===== config.mk =====
export PLATFORM = sky130hd
export DESIGN_NAME = wsc_top
export DESIGN_NICKNAME = d
export VERILOG_FILES = /design/src/hw/wsc_pkg.sv /design/src/hw/wsc_top.sv
export SDC_FILE = /design/constraint.sdc
export NUM_CORES = 1
export LEC_CHECK = 0
export ABC_CLOCK_PERIOD_IN_PS = 3100
export BUFFER_PORTS_ARGS = -buffer_cell sky130_fd_sc_hd__buf_4
export CORE_ASPECT_RATIO = 2
export CORE_MARGIN = 1
export CORE_UTILIZATION = 59
export CTS_BUF_LIST = sky130_fd_sc_hd__clkbuf_8
export DETAILED_ROUTE_END_ITERATION = 10
export GPL_TIMING_DRIVEN = 1
export PLACE_DENSITY = 0.83
export REMOVE_ABC_BUFFERS = 1
export SLEW_MARGIN = 40
export SYNTH_ARGS = -nofsm -noshare
export SYNTH_HDL_FRONTEND = slang
export SYNTH_SLANG_ARGS = --single-unit

===== constraint.sdc =====
create_clock -name clk -period 3.1 [get_ports clk]
set_input_delay 0.62 -clock clk [delete_from_list [all_inputs] [get_ports clk]]
set_output_delay 0.62 -clock clk [all_outputs]
set_load 0.005 [all_outputs]

===== src/hw/wsc_pkg.sv =====
package wsc_pkg;
   localparam int unsigned CLK_HZ        = 40_000_000;
   localparam int unsigned DEB_TIME_US   = 5000;
   localparam int unsigned FLASH_TIME_MS = 250;
   localparam int unsigned DEB_CYC   = CLK_HZ / 1_000_000 * DEB_TIME_US;
   localparam int unsigned FLASH_CYC = CLK_HZ / 1000 * FLASH_TIME_MS;

   localparam logic [7:0] A_CTRL  = 8'h00;
   localparam logic [7:0] A_LOAD  = 8'h04;
   localparam logic [7:0] A_NEXT  = 8'h08;
   localparam logic [7:0] A_STAT  = 8'h0c;
   localparam logic [7:0] A_MASK  = 8'h10;
   localparam logic [7:0] A_COUNT = 8'h14;

   // field positions inside the register words
   localparam int F_FUNC   = 0;
   localparam int F_PO     = 8;
   localparam int F_SHOW   = 10;
   localparam int F_BASE   = 16;
   localparam int F_LCNT   = 0;
   localparam int F_FIRST  = 16;
   localparam int F_LAST   = 24;
   localparam int F_NWELD  = 0;
   localparam int F_NOFF   = 8;
   localparam int F_NEMPTY = 16;
   localparam int F_CNT    = 0;
   localparam int F_STEP   = 16;
   localparam int F_ENDRO  = 24;

   localparam logic [7:0] EXT_EN_CODE   = 8'h05;
   localparam logic [7:0] NEXT_OFF_RST  = 8'h99;
   localparam logic [7:0] NEXT_WELD_END = 8'h01;
   localparam logic [3:0] BCD_NINE      = 4'h9;
   localparam logic [3:0] BCD_MAX_GROUP = 4'h4;
   localparam logic [1:0] PO_NONE       = 2'h0;
   localparam logic [1:0] PO_IO         = 2'h1;
   localparam logic [1:0] PO_IT         = 2'h2;

   localparam int NIRQ     = 4;
   localparam int IRQ_END  = 0;
   localparam int IRQ_EXT  = 1;
   localparam int IRQ_AUTO = 2;
   localparam int IRQ_MAN  = 3;

   localparam int NPIN     = 6;
   localparam int P_ENTER  = 0;
   localparam int P_DATA1  = 1;
   localparam int P_DATA10 = 2;
   localparam int P_OTHER  = 3;
   localparam int P_ESTOP  = 4;
   localparam int P_EXT    = 5;

   typedef enum logic [1:0] {
      ST_RUN = 2'b01,
      ST_END = 2'b10
   } wsc_st_t;

   typedef struct packed {
      logic       wr;
      logic       rd;
      logic [7:0] addr;
      logic [31:0] wdata;
   } wsc_req_t;

   typedef struct packed {
      logic enter;
      logic data1;
      logic data10;
      logic other;
   } wsc_keys_t;
endpackage


===== src/hw/wsc_top.sv =====
`timescale 1ns/1ps
module wsc_top #(
   parameter int unsigned DEB_CYC   = wsc_pkg::DEB_CYC,
   parameter int unsigned FLASH_CYC = wsc_pkg::FLASH_CYC
) (
   input  wire logic              clk,                 // 40 mhz clock
   input  wire logic              reset,               // sync, active high
   input  wire wsc_pkg::wsc_req_t req,                 // register request
   output logic [31:0]            rdata,               // read data
   output logic                   irq,                 // level interrupt
   input  wire wsc_pkg::wsc_keys_t keys,               // panel keys, async
   input  wire logic              estop,               // emergency stop
   input  wire logic              external_reset_input, // high = open
   input  wire logic              weld_done,           // one weld completed
   input  wire logic              seq_start,           // sequence begins
   input  wire logic              seq_end,             // sequence finished
   output logic                   end_msg,             // end message shown
   output logic                   disp_flash,          // blink phase
   output logic                   valve_io,            // process valve
   output logic                   valve_it,            // third valve
   output logic                   show_count,          // show remaining
   output logic [15:0]            disp_count,          // bcd count
   output logic [7:0]             disp_step            // bcd step
);
   localparam int DW = $clog2(DEB_CYC + 1);
   localparam int FW = $clog2(FLASH_CYC + 1);
   localparam logic [DW-1:0] DEB_LAST   = DW'(DEB_CYC - 1);
   localparam logic [FW-1:0] FLASH_LAST = FW'(FLASH_CYC - 1);

   typedef struct packed {
      logic [wsc_pkg::NPIN-1:0] sync1;
      logic [wsc_pkg::NPIN-1:0] sync2;
      logic [wsc_pkg::NPIN-1:0] prev;
      logic [DW-1:0]            deb_cnt;
      logic                     deb_lvl;
      logic [7:0]               ext_func;
      logic [1:0]               po_sel;
      logic                     show_sel;
      logic [7:0]               base;
      logic [15:0]              load_cnt;
      logic [7:0]               first;
      logic [7:0]               last;
      logic [7:0]               nxt_weld;
      logic [7:0]               nxt_off;
      logic                     nxt_empty;
      logic [15:0]              count;
      logic [7:0]               step;
      wsc_pkg::wsc_st_t         st;
      logic                     end_msg;
      logic [FW-1:0]            flash_cnt;
      logic                     flash_on;
      logic                     show_cnt;
      logic [wsc_pkg::NIRQ-1:0] stat;
      logic [wsc_pkg::NIRQ-1:0] mask;
      logic                     irq;
      logic                     valve_io;
      logic                     valve_it;
      logic [31:0]              rdata;
   } wsc_state_t;

   wsc_state_t s_q;
   wsc_state_t s_d;

   function automatic logic [15:0] bcd_dec(input logic [15:0] v);
      logic [15:0] r;
      logic        b;
      r = v;
      b = 1'b1;
      for (int i = 0; i < 4; i++) begin
         if (b) begin
            if (v[4*i +: 4] == 4'h0) begin
               r[4*i +: 4] = wsc_pkg::BCD_NINE;
            end else begin
               r[4*i +: 4] = v[4*i +: 4] - 4'h1;
               b = 1'b0;
            end
         end
      end
      return r;
   endfunction

   function automatic logic [7:0] bcd_inc(input logic [7:0] v);
      logic [7:0] r;
      logic       c;
      r = v;
      c = 1'b1;
      for (int i = 0; i < 2; i++) begin
         if (c) begin
            if (v[4*i +: 4] >= wsc_pkg::BCD_NINE) begin
               r[4*i +: 4] = 4'h0;
            end else begin
               r[4*i +: 4] = v[4*i +: 4] + 4'h1;
               c = 1'b0;
            end
         end
      end
      return r;
   endfunction

   logic [wsc_pkg::NPIN-1:0] pins;
   logic [wsc_pkg::NIRQ-1:0] ev;
   logic [wsc_pkg::NIRQ-1:0] clr;
   logic [3:0]               press;
   logic                     ext_req;
   logic                     combo_now;
   logic                     combo_was;
   logic                     man_rst;
   logic                     ext_rst;
   logic                     count_ok;
   logic                     stop_evt;
   logic [15:0]              nxt_cnt;

   assign pins = {external_reset_input, estop, keys.other, keys.data10,
                  keys.data1, keys.enter};

   always_comb begin
      s_d = s_q;
      ev = '0;
      clr = '0;
      ext_req = 1'b0;
      nxt_cnt = bcd_dec(s_q.count);

      // pin synchronisers, first stage read only by the second
      s_d.sync1 = pins;
      s_d.sync2 = s_q.sync1;
      s_d.prev = s_q.sync2;

      // closed switch holds input low; a stable open is one request
      if (s_q.sync2[wsc_pkg::P_EXT] != s_q.deb_lvl) begin
         s_d.deb_cnt = s_q.deb_cnt + DW'(1);
         if (s_q.deb_cnt >= DEB_LAST) begin
            s_d.deb_lvl = s_q.sync2[wsc_pkg::P_EXT];
            s_d.deb_cnt = '0;
            ext_req = s_q.sync2[wsc_pkg::P_EXT];
         end
      end else begin
         s_d.deb_cnt = '0;
      end
      ext_rst = ext_req && (s_q.ext_func == wsc_pkg::EXT_EN_CODE);

      press = s_q.sync2[wsc_pkg::P_OTHER:wsc_pkg::P_ENTER]
              & ~s_q.prev[wsc_pkg::P_OTHER:wsc_pkg::P_ENTER];
      combo_now = s_q.sync2[wsc_pkg::P_ENTER] && s_q.sync2[wsc_pkg::P_DATA1]
                  && s_q.sync2[wsc_pkg::P_DATA10];
      combo_was = s_q.prev[wsc_pkg::P_ENTER] && s_q.prev[wsc_pkg::P_DATA1]
                  && s_q.prev[wsc_pkg::P_DATA10];
      man_rst = combo_now && !combo_was;
      stop_evt = (|press) || (s_q.sync2[wsc_pkg::P_ESTOP]
                 && !s_q.prev[wsc_pkg::P_ESTOP]);
      count_ok = (s_q.base[3:0] == 4'h0)
                 && (s_q.base[7:4] <= wsc_pkg::BCD_MAX_GROUP);

      // register writes
      if (req.wr) begin
         if (req.addr == wsc_pkg::A_CTRL) begin
            s_d.ext_func = req.wdata[wsc_pkg::F_FUNC +: 8];
            s_d.po_sel = req.wdata[wsc_pkg::F_PO +: 2];
            s_d.show_sel = req.wdata[wsc_pkg::F_SHOW];
            s_d.base = req.wdata[wsc_pkg::F_BASE +: 8];
         end else if (req.addr == wsc_pkg::A_LOAD) begin
            s_d.load_cnt = req.wdata[wsc_pkg::F_LCNT +: 16];
            s_d.first = req.wdata[wsc_pkg::F_FIRST +: 8];
            s_d.last = req.wdata[wsc_pkg::F_LAST +: 8];
         end else if (req.addr == wsc_pkg::A_NEXT) begin
            s_d.nxt_weld = req.wdata[wsc_pkg::F_NWELD +: 8];
            s_d.nxt_off = req.wdata[wsc_pkg::F_NOFF +: 8];
            s_d.nxt_empty = req.wdata[wsc_pkg::F_NEMPTY];
         end else if (req.addr == wsc_pkg::A_STAT) begin
            clr = req.wdata[wsc_pkg::NIRQ-1:0];
         end else if (req.addr == wsc_pkg::A_MASK) begin
            s_d.mask = req.wdata[wsc_pkg::NIRQ-1:0];
         end else if (req.addr == wsc_pkg::A_COUNT) begin
            s_d.count = req.wdata[wsc_pkg::F_CNT +: 16];
            s_d.step = req.wdata[wsc_pkg::F_STEP +: 8];
         end
      end

      // stepper
      if (man_rst || ext_rst) begin
         s_d.count = s_q.load_cnt;
         s_d.step = s_q.first;
         s_d.st = wsc_pkg::ST_RUN;
         ev[wsc_pkg::IRQ_MAN] = man_rst;
         ev[wsc_pkg::IRQ_EXT] = ext_rst;
      end else if (weld_done && count_ok && s_q.st == wsc_pkg::ST_RUN
                   && s_q.count != 16'h0000) begin
         s_d.count = nxt_cnt;
         if (nxt_cnt == 16'h0000) begin
            if (s_q.step != s_q.last) begin
               s_d.step = bcd_inc(s_q.step);
               s_d.count = s_q.load_cnt;
            end else if (s_q.nxt_empty
                         && s_q.nxt_off == wsc_pkg::NEXT_OFF_RST) begin
               s_d.count = s_q.load_cnt;
               s_d.step = s_q.first;
               ev[wsc_pkg::IRQ_AUTO] = 1'b1;
            end else if (s_q.nxt_empty
                         && s_q.nxt_weld == wsc_pkg::NEXT_WELD_END) begin
               s_d.st = wsc_pkg::ST_END;
               ev[wsc_pkg::IRQ_END] = 1'b1;
            end
         end
      end else if (s_q.st == wsc_pkg::ST_END && stop_evt) begin
         s_d.st = wsc_pkg::ST_RUN;
      end

      // blink divider, runs only while the message shows
      if (s_d.st == wsc_pkg::ST_END) begin
         if (s_q.flash_cnt >= FLASH_LAST) begin
            s_d.flash_cnt = '0;
            s_d.flash_on = !s_q.flash_on;
         end else begin
            s_d.flash_cnt = s_q.flash_cnt + FW'(1);
         end
      end else begin
         s_d.flash_cnt = '0;
         s_d.flash_on = 1'b0;
      end
      s_d.valve_io = (s_d.st == wsc_pkg::ST_END)
                     && (s_q.po_sel == wsc_pkg::PO_IO);
      s_d.valve_it = (s_d.st == wsc_pkg::ST_END)
                     && (s_q.po_sel == wsc_pkg::PO_IT);
      s_d.end_msg = (s_d.st == wsc_pkg::ST_END);

      if (seq_end && s_q.show_sel) begin
         s_d.show_cnt = 1'b1;
      end else if (seq_start || !s_q.show_sel) begin
         s_d.show_cnt = 1'b0;
      end

      // set wins over a same-cycle clear
      s_d.stat = (s_q.stat & ~clr) | ev;
      s_d.irq = |(s_d.stat & s_d.mask);

      // read data stands one cycle only
      s_d.rdata = '0;
      if (req.rd) begin
         if (req.addr == wsc_pkg::A_CTRL) begin
            s_d.rdata[wsc_pkg::F_FUNC +: 8] = s_q.ext_func;
            s_d.rdata[wsc_pkg::F_PO +: 2] = s_q.po_sel;
            s_d.rdata[wsc_pkg::F_SHOW] = s_q.show_sel;
            s_d.rdata[wsc_pkg::F_BASE +: 8] = s_q.base;
         end else if (req.addr == wsc_pkg::A_LOAD) begin
            s_d.rdata[wsc_pkg::F_LCNT +: 16] = s_q.load_cnt;
            s_d.rdata[wsc_pkg::F_FIRST +: 8] = s_q.first;
            s_d.rdata[wsc_pkg::F_LAST +: 8] = s_q.last;
         end else if (req.addr == wsc_pkg::A_NEXT) begin
            s_d.rdata[wsc_pkg::F_NWELD +: 8] = s_q.nxt_weld;
            s_d.rdata[wsc_pkg::F_NOFF +: 8] = s_q.nxt_off;
            s_d.rdata[wsc_pkg::F_NEMPTY] = s_q.nxt_empty;
         end else if (req.addr == wsc_pkg::A_STAT) begin
            s_d.rdata[wsc_pkg::NIRQ-1:0] = s_q.stat;
         end else if (req.addr == wsc_pkg::A_MASK) begin
            s_d.rdata[wsc_pkg::NIRQ-1:0] = s_q.mask;
         end else if (req.addr == wsc_pkg::A_COUNT) begin
            s_d.rdata[wsc_pkg::F_CNT +: 16] = s_q.count;
            s_d.rdata[wsc_pkg::F_STEP +: 8] = s_q.step;
            s_d.rdata[wsc_pkg::F_ENDRO] = s_q.end_msg;
         end
      end
   end

   always_ff @(posedge clk) begin
      if (reset) begin
         s_q <= '0;
         s_q.st <= wsc_pkg::ST_RUN;
      end else begin
         s_q <= s_d;
      end
   end

   assign rdata = s_q.rdata;
   assign irq = s_q.irq;
   assign end_msg = s_q.end_msg;
   assign disp_flash = s_q.flash_on;
   assign valve_io = s_q.valve_io;
   assign valve_it = s_q.valve_it;
   assign show_count = s_q.show_cnt;
   assign disp_count = s_q.count;
   assign disp_step = s_q.step;
endmodule


==> results of run 1 <==
[sequential cells by signal (all words and copies together), names as in the netlist]
signal,cells
s_q,126
rdata,32
disp_count,16
s_d,12
disp_step,8
disp_flash,1
end_msg,1
irq,1
show_count,1
valve_io,1
valve_it,1
[through the flow]
step           setup slack, ns  cell area (µm²)  setup TNS, ns  instances
2_1_floorplan           -0.387             8680          -8.34        976
3_3_place_gp             0.378            10100              0       1332
3_5_place_dp             0.288            10100              0       1332
4_1_cts                  0.333            10500              0       1363
5_1_grt                  0.174            10500              0       1363
6_report                 0.293            10500              0       1363
[cells in the final DEF, fill, tap and decap left out, types with 18 or more instances in the layout]
cell,Yosys,layout
mux2i_1,64,64
dfxtp_1,200,200
xor2_1,31,31
nand3_1,36,36
o21ai_0,24,24
clkbuf_8,0,18
buf_4,56,157
nor2b_1,18,18
nor2_1,147,146
nand2_1,130,130
xnor2_1,21,21
inv_1,20,20
a21oi_1,76,76
[routing by layer]
| metal | vias to the layer above | share of wire (%) | GRT usage [%] |
|---|---|---|---|
| met2 | 436 | 52 | 55.8 |
| met1 | 3820 | 34 | 30.1 |
| met4 | 0 | 6.7 | 23.0 |
| met5 | - | 0 | 0 |
| met3 | 140 | 6.8 | 6.71 |
| li1 | 3816 | - | - |
[kinds of logic after synthesis]
| family | Yosys count | share of synthesized area [%] |
|---|---|---|
| muxes | 69 | 7.92 |
| DFF | 200 | 42.8 |
| buffers and inverters | 132 | 8.10 |
| adders and majority gates | 8 | 1.07 |
| and+or+nand+nor | 458 | 23.9 |
| AOI/OAI and AO/OA | 169 | 11.4 |
| xor gates and xnor gates | 52 | 4.86 |
[synthesized netlist by cell type (3+ instances only)]
cell type	instances
dfxtp_1	200
nor2_1	147
nand2_1	130
a21oi_1	76
mux2i_1	64
buf_4	56
clkbuf_1	43
nand3_1	36
xor2_1	31
o21ai_0	24
xnor2_1	21
inv_1	20
nor2b_1	18
nor3_1	18
a221oi_1	14
nor4_1	14
and2_1	13
and3_1	11
nand4_1	11
nor2_4	10
nor2_2	9
ha_1	8
nand2b_1	8
a22oi_1	7
nor3b_1	7
a211oi_1	6
a31oi_1	5
and4_1	5
buf_2	5
o31ai_1	5
or3_1	5
a211o_1	4
a32oi_1	4
buf_6	4
mux4_2	4
a222oi_1	3
buf_1	3
o211ai_1	3
o21a_1	3
[final timing paths]
check	endpoint	slack, ns	cells past startpoint
max reg2reg	s_q[65]	0.29	8
min reg2reg	s_d[187]	0.44	1
min	s_d[189]	0.32	2
max	s_q[65]	0.29	8
[layout make-up]
class | instances | area, µm²
Tap cell | 198 | 248
Multi-Input combinational cell | 756 | 4620
Clock buffer | 18 | 248
Timing Repair Buffer | 158 | 1200
Fill cell | 1258 | 4840
Inverter | 20 | 75.1
Clock inverter | 13 | 134
Sequential cell | 200 | 4000
[report_power, final]
group / switching, mW / internal (mW) / leakage [nW] / total (mW)
clock network: 0.977 / 0.679 / 0.192 / 1.66
registers: 0.148 / 2.65 / 1.62 / 2.80
logic: 0.668 / 0.506 / 2.38 / 1.17
total: 1.79 / 3.84 / 4.19 / 5.63
[critical path: stages, from the launching register on]
cell and delay (ns):
dfxtp_1 0.44, nor4_4 0.46, nand4b_1 0.20, or3_1 0.50
nand4b_4 0.24, a211o_1 0.32, or2_1 0.27, buf_12 0.19
nor2_2 0.11
==> results.md, run 1 <==
- Vias post-DR: between 8000 and 9000
- Crit. End Element: register
- Kind of critical path: register to register
- Number of diodes: 0
- Layout Utilization: about two thirds
- Synth top area cells: dfxtp_1 (43%), mux2i_1 (6.8%), nor2_1 (5.9%), nand2_1 (5.2%), buf_4 (4.5%)
- Unrepaired setup endpoints after global routing: false
- First-pass GRT wire length: 39500 µm
- Area growth from synthesis to layout: 12.5%
- Final #Nets: approximately 1200
- Drt via density: around 6.0
- Max-slew violations: 0
- Post-Syn Area: 0.00936 mm²
- Post-synth ARST share: 0%
- CTS H-tree depth: 4
- Clock skew: approximately 0.015 ns
- DIE HEIGHT: 180 µm
- # resized after CTS: 0
- Origin of the worst setup path: disp_count[2]
- Setup-failing EPs final: 0
- Avg WL per Cell: 18.4 µm
- Vias in the first global route: between 8000 and 9000
- Site row count: 64
- GPL Wtd Cong: between 0.9 and 1
- CTS sink count: 200
- Initial DRT Pass Iterations: 6
- Headroom to the max-slew limit: 57.4%
- Outcome: complete, no violations
- DRT iter0 DRCs: ~600
- Design Power: around 5.6 mW
- Initial antenna violation count: 0
- Worst-path clk slew: about 0.10 ns
- Num CTS Buffers: 17
- Synth Register Bits: 200
- Final worst-path cycle share: around nine tenths
- Max_cap viols: 0
- HPWL after detailed placement: about 18000 µm
- Antenna Nets Post-Route: 0
- Cells after synthesis: roughly 1100
- Worst slew pin tran: about 0.64 ns
- Die ar.: approximately 0.016 mm²
- Max Fclk: around 360 MHz
- Total Wirelength: approximately 25000 µm
- Number of synthesized flops with an enable pin: 0
- Sequential element share of the synthesized area: between 40% and 50%
- Warnings from Yosys: 0
- Yosys top cell by area: dfxtp_1
- CP required: between 3 and 4 ns
- GR Overflow Total: 0
- Postcts setup bufs: 0
- Starting Density: 60.9%
- Clock root cell: clkbuf_8
- Min Tclk post-route: 2.81 ns
- Total global-route track usage: between 30% and 40%
- Largest net degree at the start of global routing: 63
- Netlist cell types: 65
- Arr. time, crit path: around 3.2 ns
- Leakage: ~4.2 nW
- Pwr/cell area: approximately 530 mW/mm²
- Die width: 91.1 µm
- Hold buffer count at cts: 0
- # DRC: 0
- CTS tree: done
- Post-synth top area share: a little over two fifths
- I/O pin total: ~120
- Hold path startpoint: keys[3]
- RR Startpoint: disp_count[2]
- CTS Buffer Depth: 2
- Worst hold margin: between 0.3 and 0.4 ns
- Worst VDD drop: 0.419 mV
- Avg Inst Size Synth: 8.61 µm²
- Share of cells above drive strength 1: 19.1%
- Worst-skew pair later-pin latency: 0.50 ns
- Crit Path Max Fanout: 24
- Commonest register cell after synthesis: dfxtp_1
- Critical path launch point type: register
- Port Buf Inserts: between 100 and 150
- Min-Delay Path Class: input pin to register
- Final-report hold violation count: 0
- Core area: 0.0154 mm²
Power figures use the tool's default switching activity.
==> run 2, diff against run 1 <==
CORE_UTILIZATION = 40   (was 59)
MAX_ROUTING_LAYER = met4   (was unset)
PLACE_DENSITY = 0.61   (was 0.83)
==> run 2 against run 1 <==
First-iteration DRC count is 32% lower. Setup slack better by 0.094 ns. Clock skew is 0.0016 ns lower. Total power is 0.11% higher. Global-route usage is 7.0 points lower. Critical endpoint is now s_q[61]. Largest cell class unchanged.
==> results.md, run 2 (synthesized netlist as in run 1, its figures left out) <==
- Outcome: complete, no violations
- Initial antenna violation count: 0
- Number of diodes: 0
- Final #Nets: 1221
- CTS tree: done
- Most common cell after layout, fill and taps aside: dfxtp_1
- Site row count: approximately 80
- Crit Path Max Fanout: 24
- Postcts setup bufs: 0
- First-pass GRT wire length: between 40000 and 50000 µm
- Kind of critical path: register to register
- Min-Delay Path Class: input pin to register
- Max_cap viols: 0
- Drt via density: 5.40
- Stages on worst setup path: 8
- # DRC: 0
- Max Fclk: around 370 MHz
- Clock skew: between 0.01 and 0.015 ns
- Critical path launch point type: register
- Sequence of cells on the critical path: nor4_1, o211ai_1, o2111ai_1, nand2_1, a211o_1, or2_1, buf_12, nor2_2
- Vias post-DR: between 7000 and 8000
- CTS Buffer Depth: 2
- Filler cell count: 2291
- # resized after CTS: 0
- Max reg flops: ~130
- HPWL after detailed placement: roughly 20000 µm
- Post-Place Worst Slack: ~0.27 ns
- Antenna Nets Post-Route: 0
- CP endpoint: s_q[61]
- Most frequent cells in the layout: dfxtp_1 (200), buf_4 (163), nor2_1 (146)
- DRT iter0 DRCs: 408
- Reg-to-reg endpoint: s_q[61]
- Num CTS Buffers: 17
- Core area: around 0.023 mm²
- GPL Wtd Cong: between 0.8 and 0.9
- CP required: 3.54 ns
- GR Overflow Total: 0
- Area growth from synthesis to layout: 14.1%
- Slowest-stage cell, CP: o2111ai_1
- Die ar.: 0.0241 mm²
- Headroom to the max-slew limit: approximately three fifths
- Min Tclk post-route: 2.71 ns
- Worst-path clk slew: roughly 0.090 ns
- Die width: about 110 µm
- Pwr/cell area: approximately 530 mW/mm²
- Final worst-path cycle share: 87.5%
- Reg with most FFs: s_q
- Crit. End Element: register
- Starting Density: between 40% and 50%
- CTS sink count: 200
- Max-slew violations: 0
- Final-report hold violation count: 0
- Area after DPL: roughly 0.010 mm²
- Reg2Reg Depth: 8
- Final WS setup: 0.387 ns
- Vias in the first global route: approximately 7900
- R2R setup slack: between 0.3 and 0.4 ns
- Avg WL per Cell: roughly 18 µm
- FF+latch area: between 0.004 and 0.005 mm²
- Clock root cell: clkbuf_8
- RR Startpoint: s_q[179]
- Worst slew pin tran: ~0.60 ns
- Crit path buf inv count: 1
- Share of cells above drive strength 1: 19.1%
- Final instance area: ~0.011 mm²
- Worst VDD drop: around 0.31 mV
- Port Buf Inserts: 114
- Setup-failing EPs final: 0
- DIE HEIGHT: roughly 220 µm
- Initial DRT Pass Iterations: 6
- Largest net degree at the start of global routing: 50
- I/O pin total: 115
- Total global-route track usage: a little under a quarter
- Arr. time, crit path: ~3.2 ns
- Hold path startpoint: keys[0]
- Unrepaired setup endpoints after global routing: false
- Hold buffer count at cts: 0
- Leakage: 4.23 nW
- Total Wirelength: ~27000 µm
- Crit-path leading delay family: simple AND/OR/NAND/NOR gates
- Max stage delay on crit path: between 0.4 and 0.5 ns
- CTS H-tree depth: 4
- Origin of the worst setup path: s_q[179]
- Multi-input gate area: 0.00461 mm²
- Worst-skew pair later-pin latency: 0.50 ns
-- run 2: cell count changes in the layout (fill, tap and decap cells not counted) --
cell	before	now
buf_12	1	2
buf_4	157	163
clkbuf_8	18	22
clkinv_2	1	2
clkinv_4	0	1
clkinvlp_4	2	1
inv_1	20	22
inv_6	7	1
inv_8	2	0
nor3_1	16	18
nor3_2	2	0
-- run 2: layer usage --
| metal | wire length (µm) | global-route usage, % | up-vias |
|---|---|---|---|
| met1 | 9480 | 22.4 | 3724 |
| met3 | 1250 | 5.40 | 72 |
| met2 | 14500 | 42.9 | 207 |
| li1 | - | - | 3827 |
| met5 | 0 | - | - |
| met4 | 1420 | 14.6 | 0 |
-- run 2: how the worst min path moves through the flow --
stage	endpoint	slack, ns	depth (start not counted)
2_1_floorplan	s_q[186]	0.41	2
3_3_place_gp	s_d[183]	0.42	1
3_5_place_dp	s_d[186]	0.42	1
4_1_cts	s_d[189]	0.29	2
5_1_grt	s_d[192]	0.31	2
6_report	s_d[192]	0.33	2
-- run 2: layout make-up --
type	instances	area share (%)
clock buffer	22	2.83
clock inverter	8	0.679
multi-input combinational	756	43.2
timing repair buffer	165	11.8
sequential	200	37.5
tap	280	3.28
inverter	20	0.703
-- run 2: per-stage QoR --
stage	hold WS (ns)	cells	util, %	power [mW]	setup TNS, ns
after detailed placement	0.420	1421	45.1	4.05	0
after CTS	0.290	1451	46.8	5.68	0
final	0.326	1451	46.8	5.63	0
after floorplan	0.412	976	-	3.46	-8.34
after global routing	0.307	1451	46.8	5.90	0
after global placement	0.418	1421	45.1	4.05	0
-- run 2: report_power, final --
part | total [mW] | internal (mW) | switching, mW | leakage (nW)
clock | 1.63 | 0.730 | 0.900 | 0.200
sequential | 2.77 | 2.65 | 0.122 | 1.62
combinational | 1.23 | 0.530 | 0.702 | 2.42
total | 5.63 | 3.91 | 1.72 | 4.23
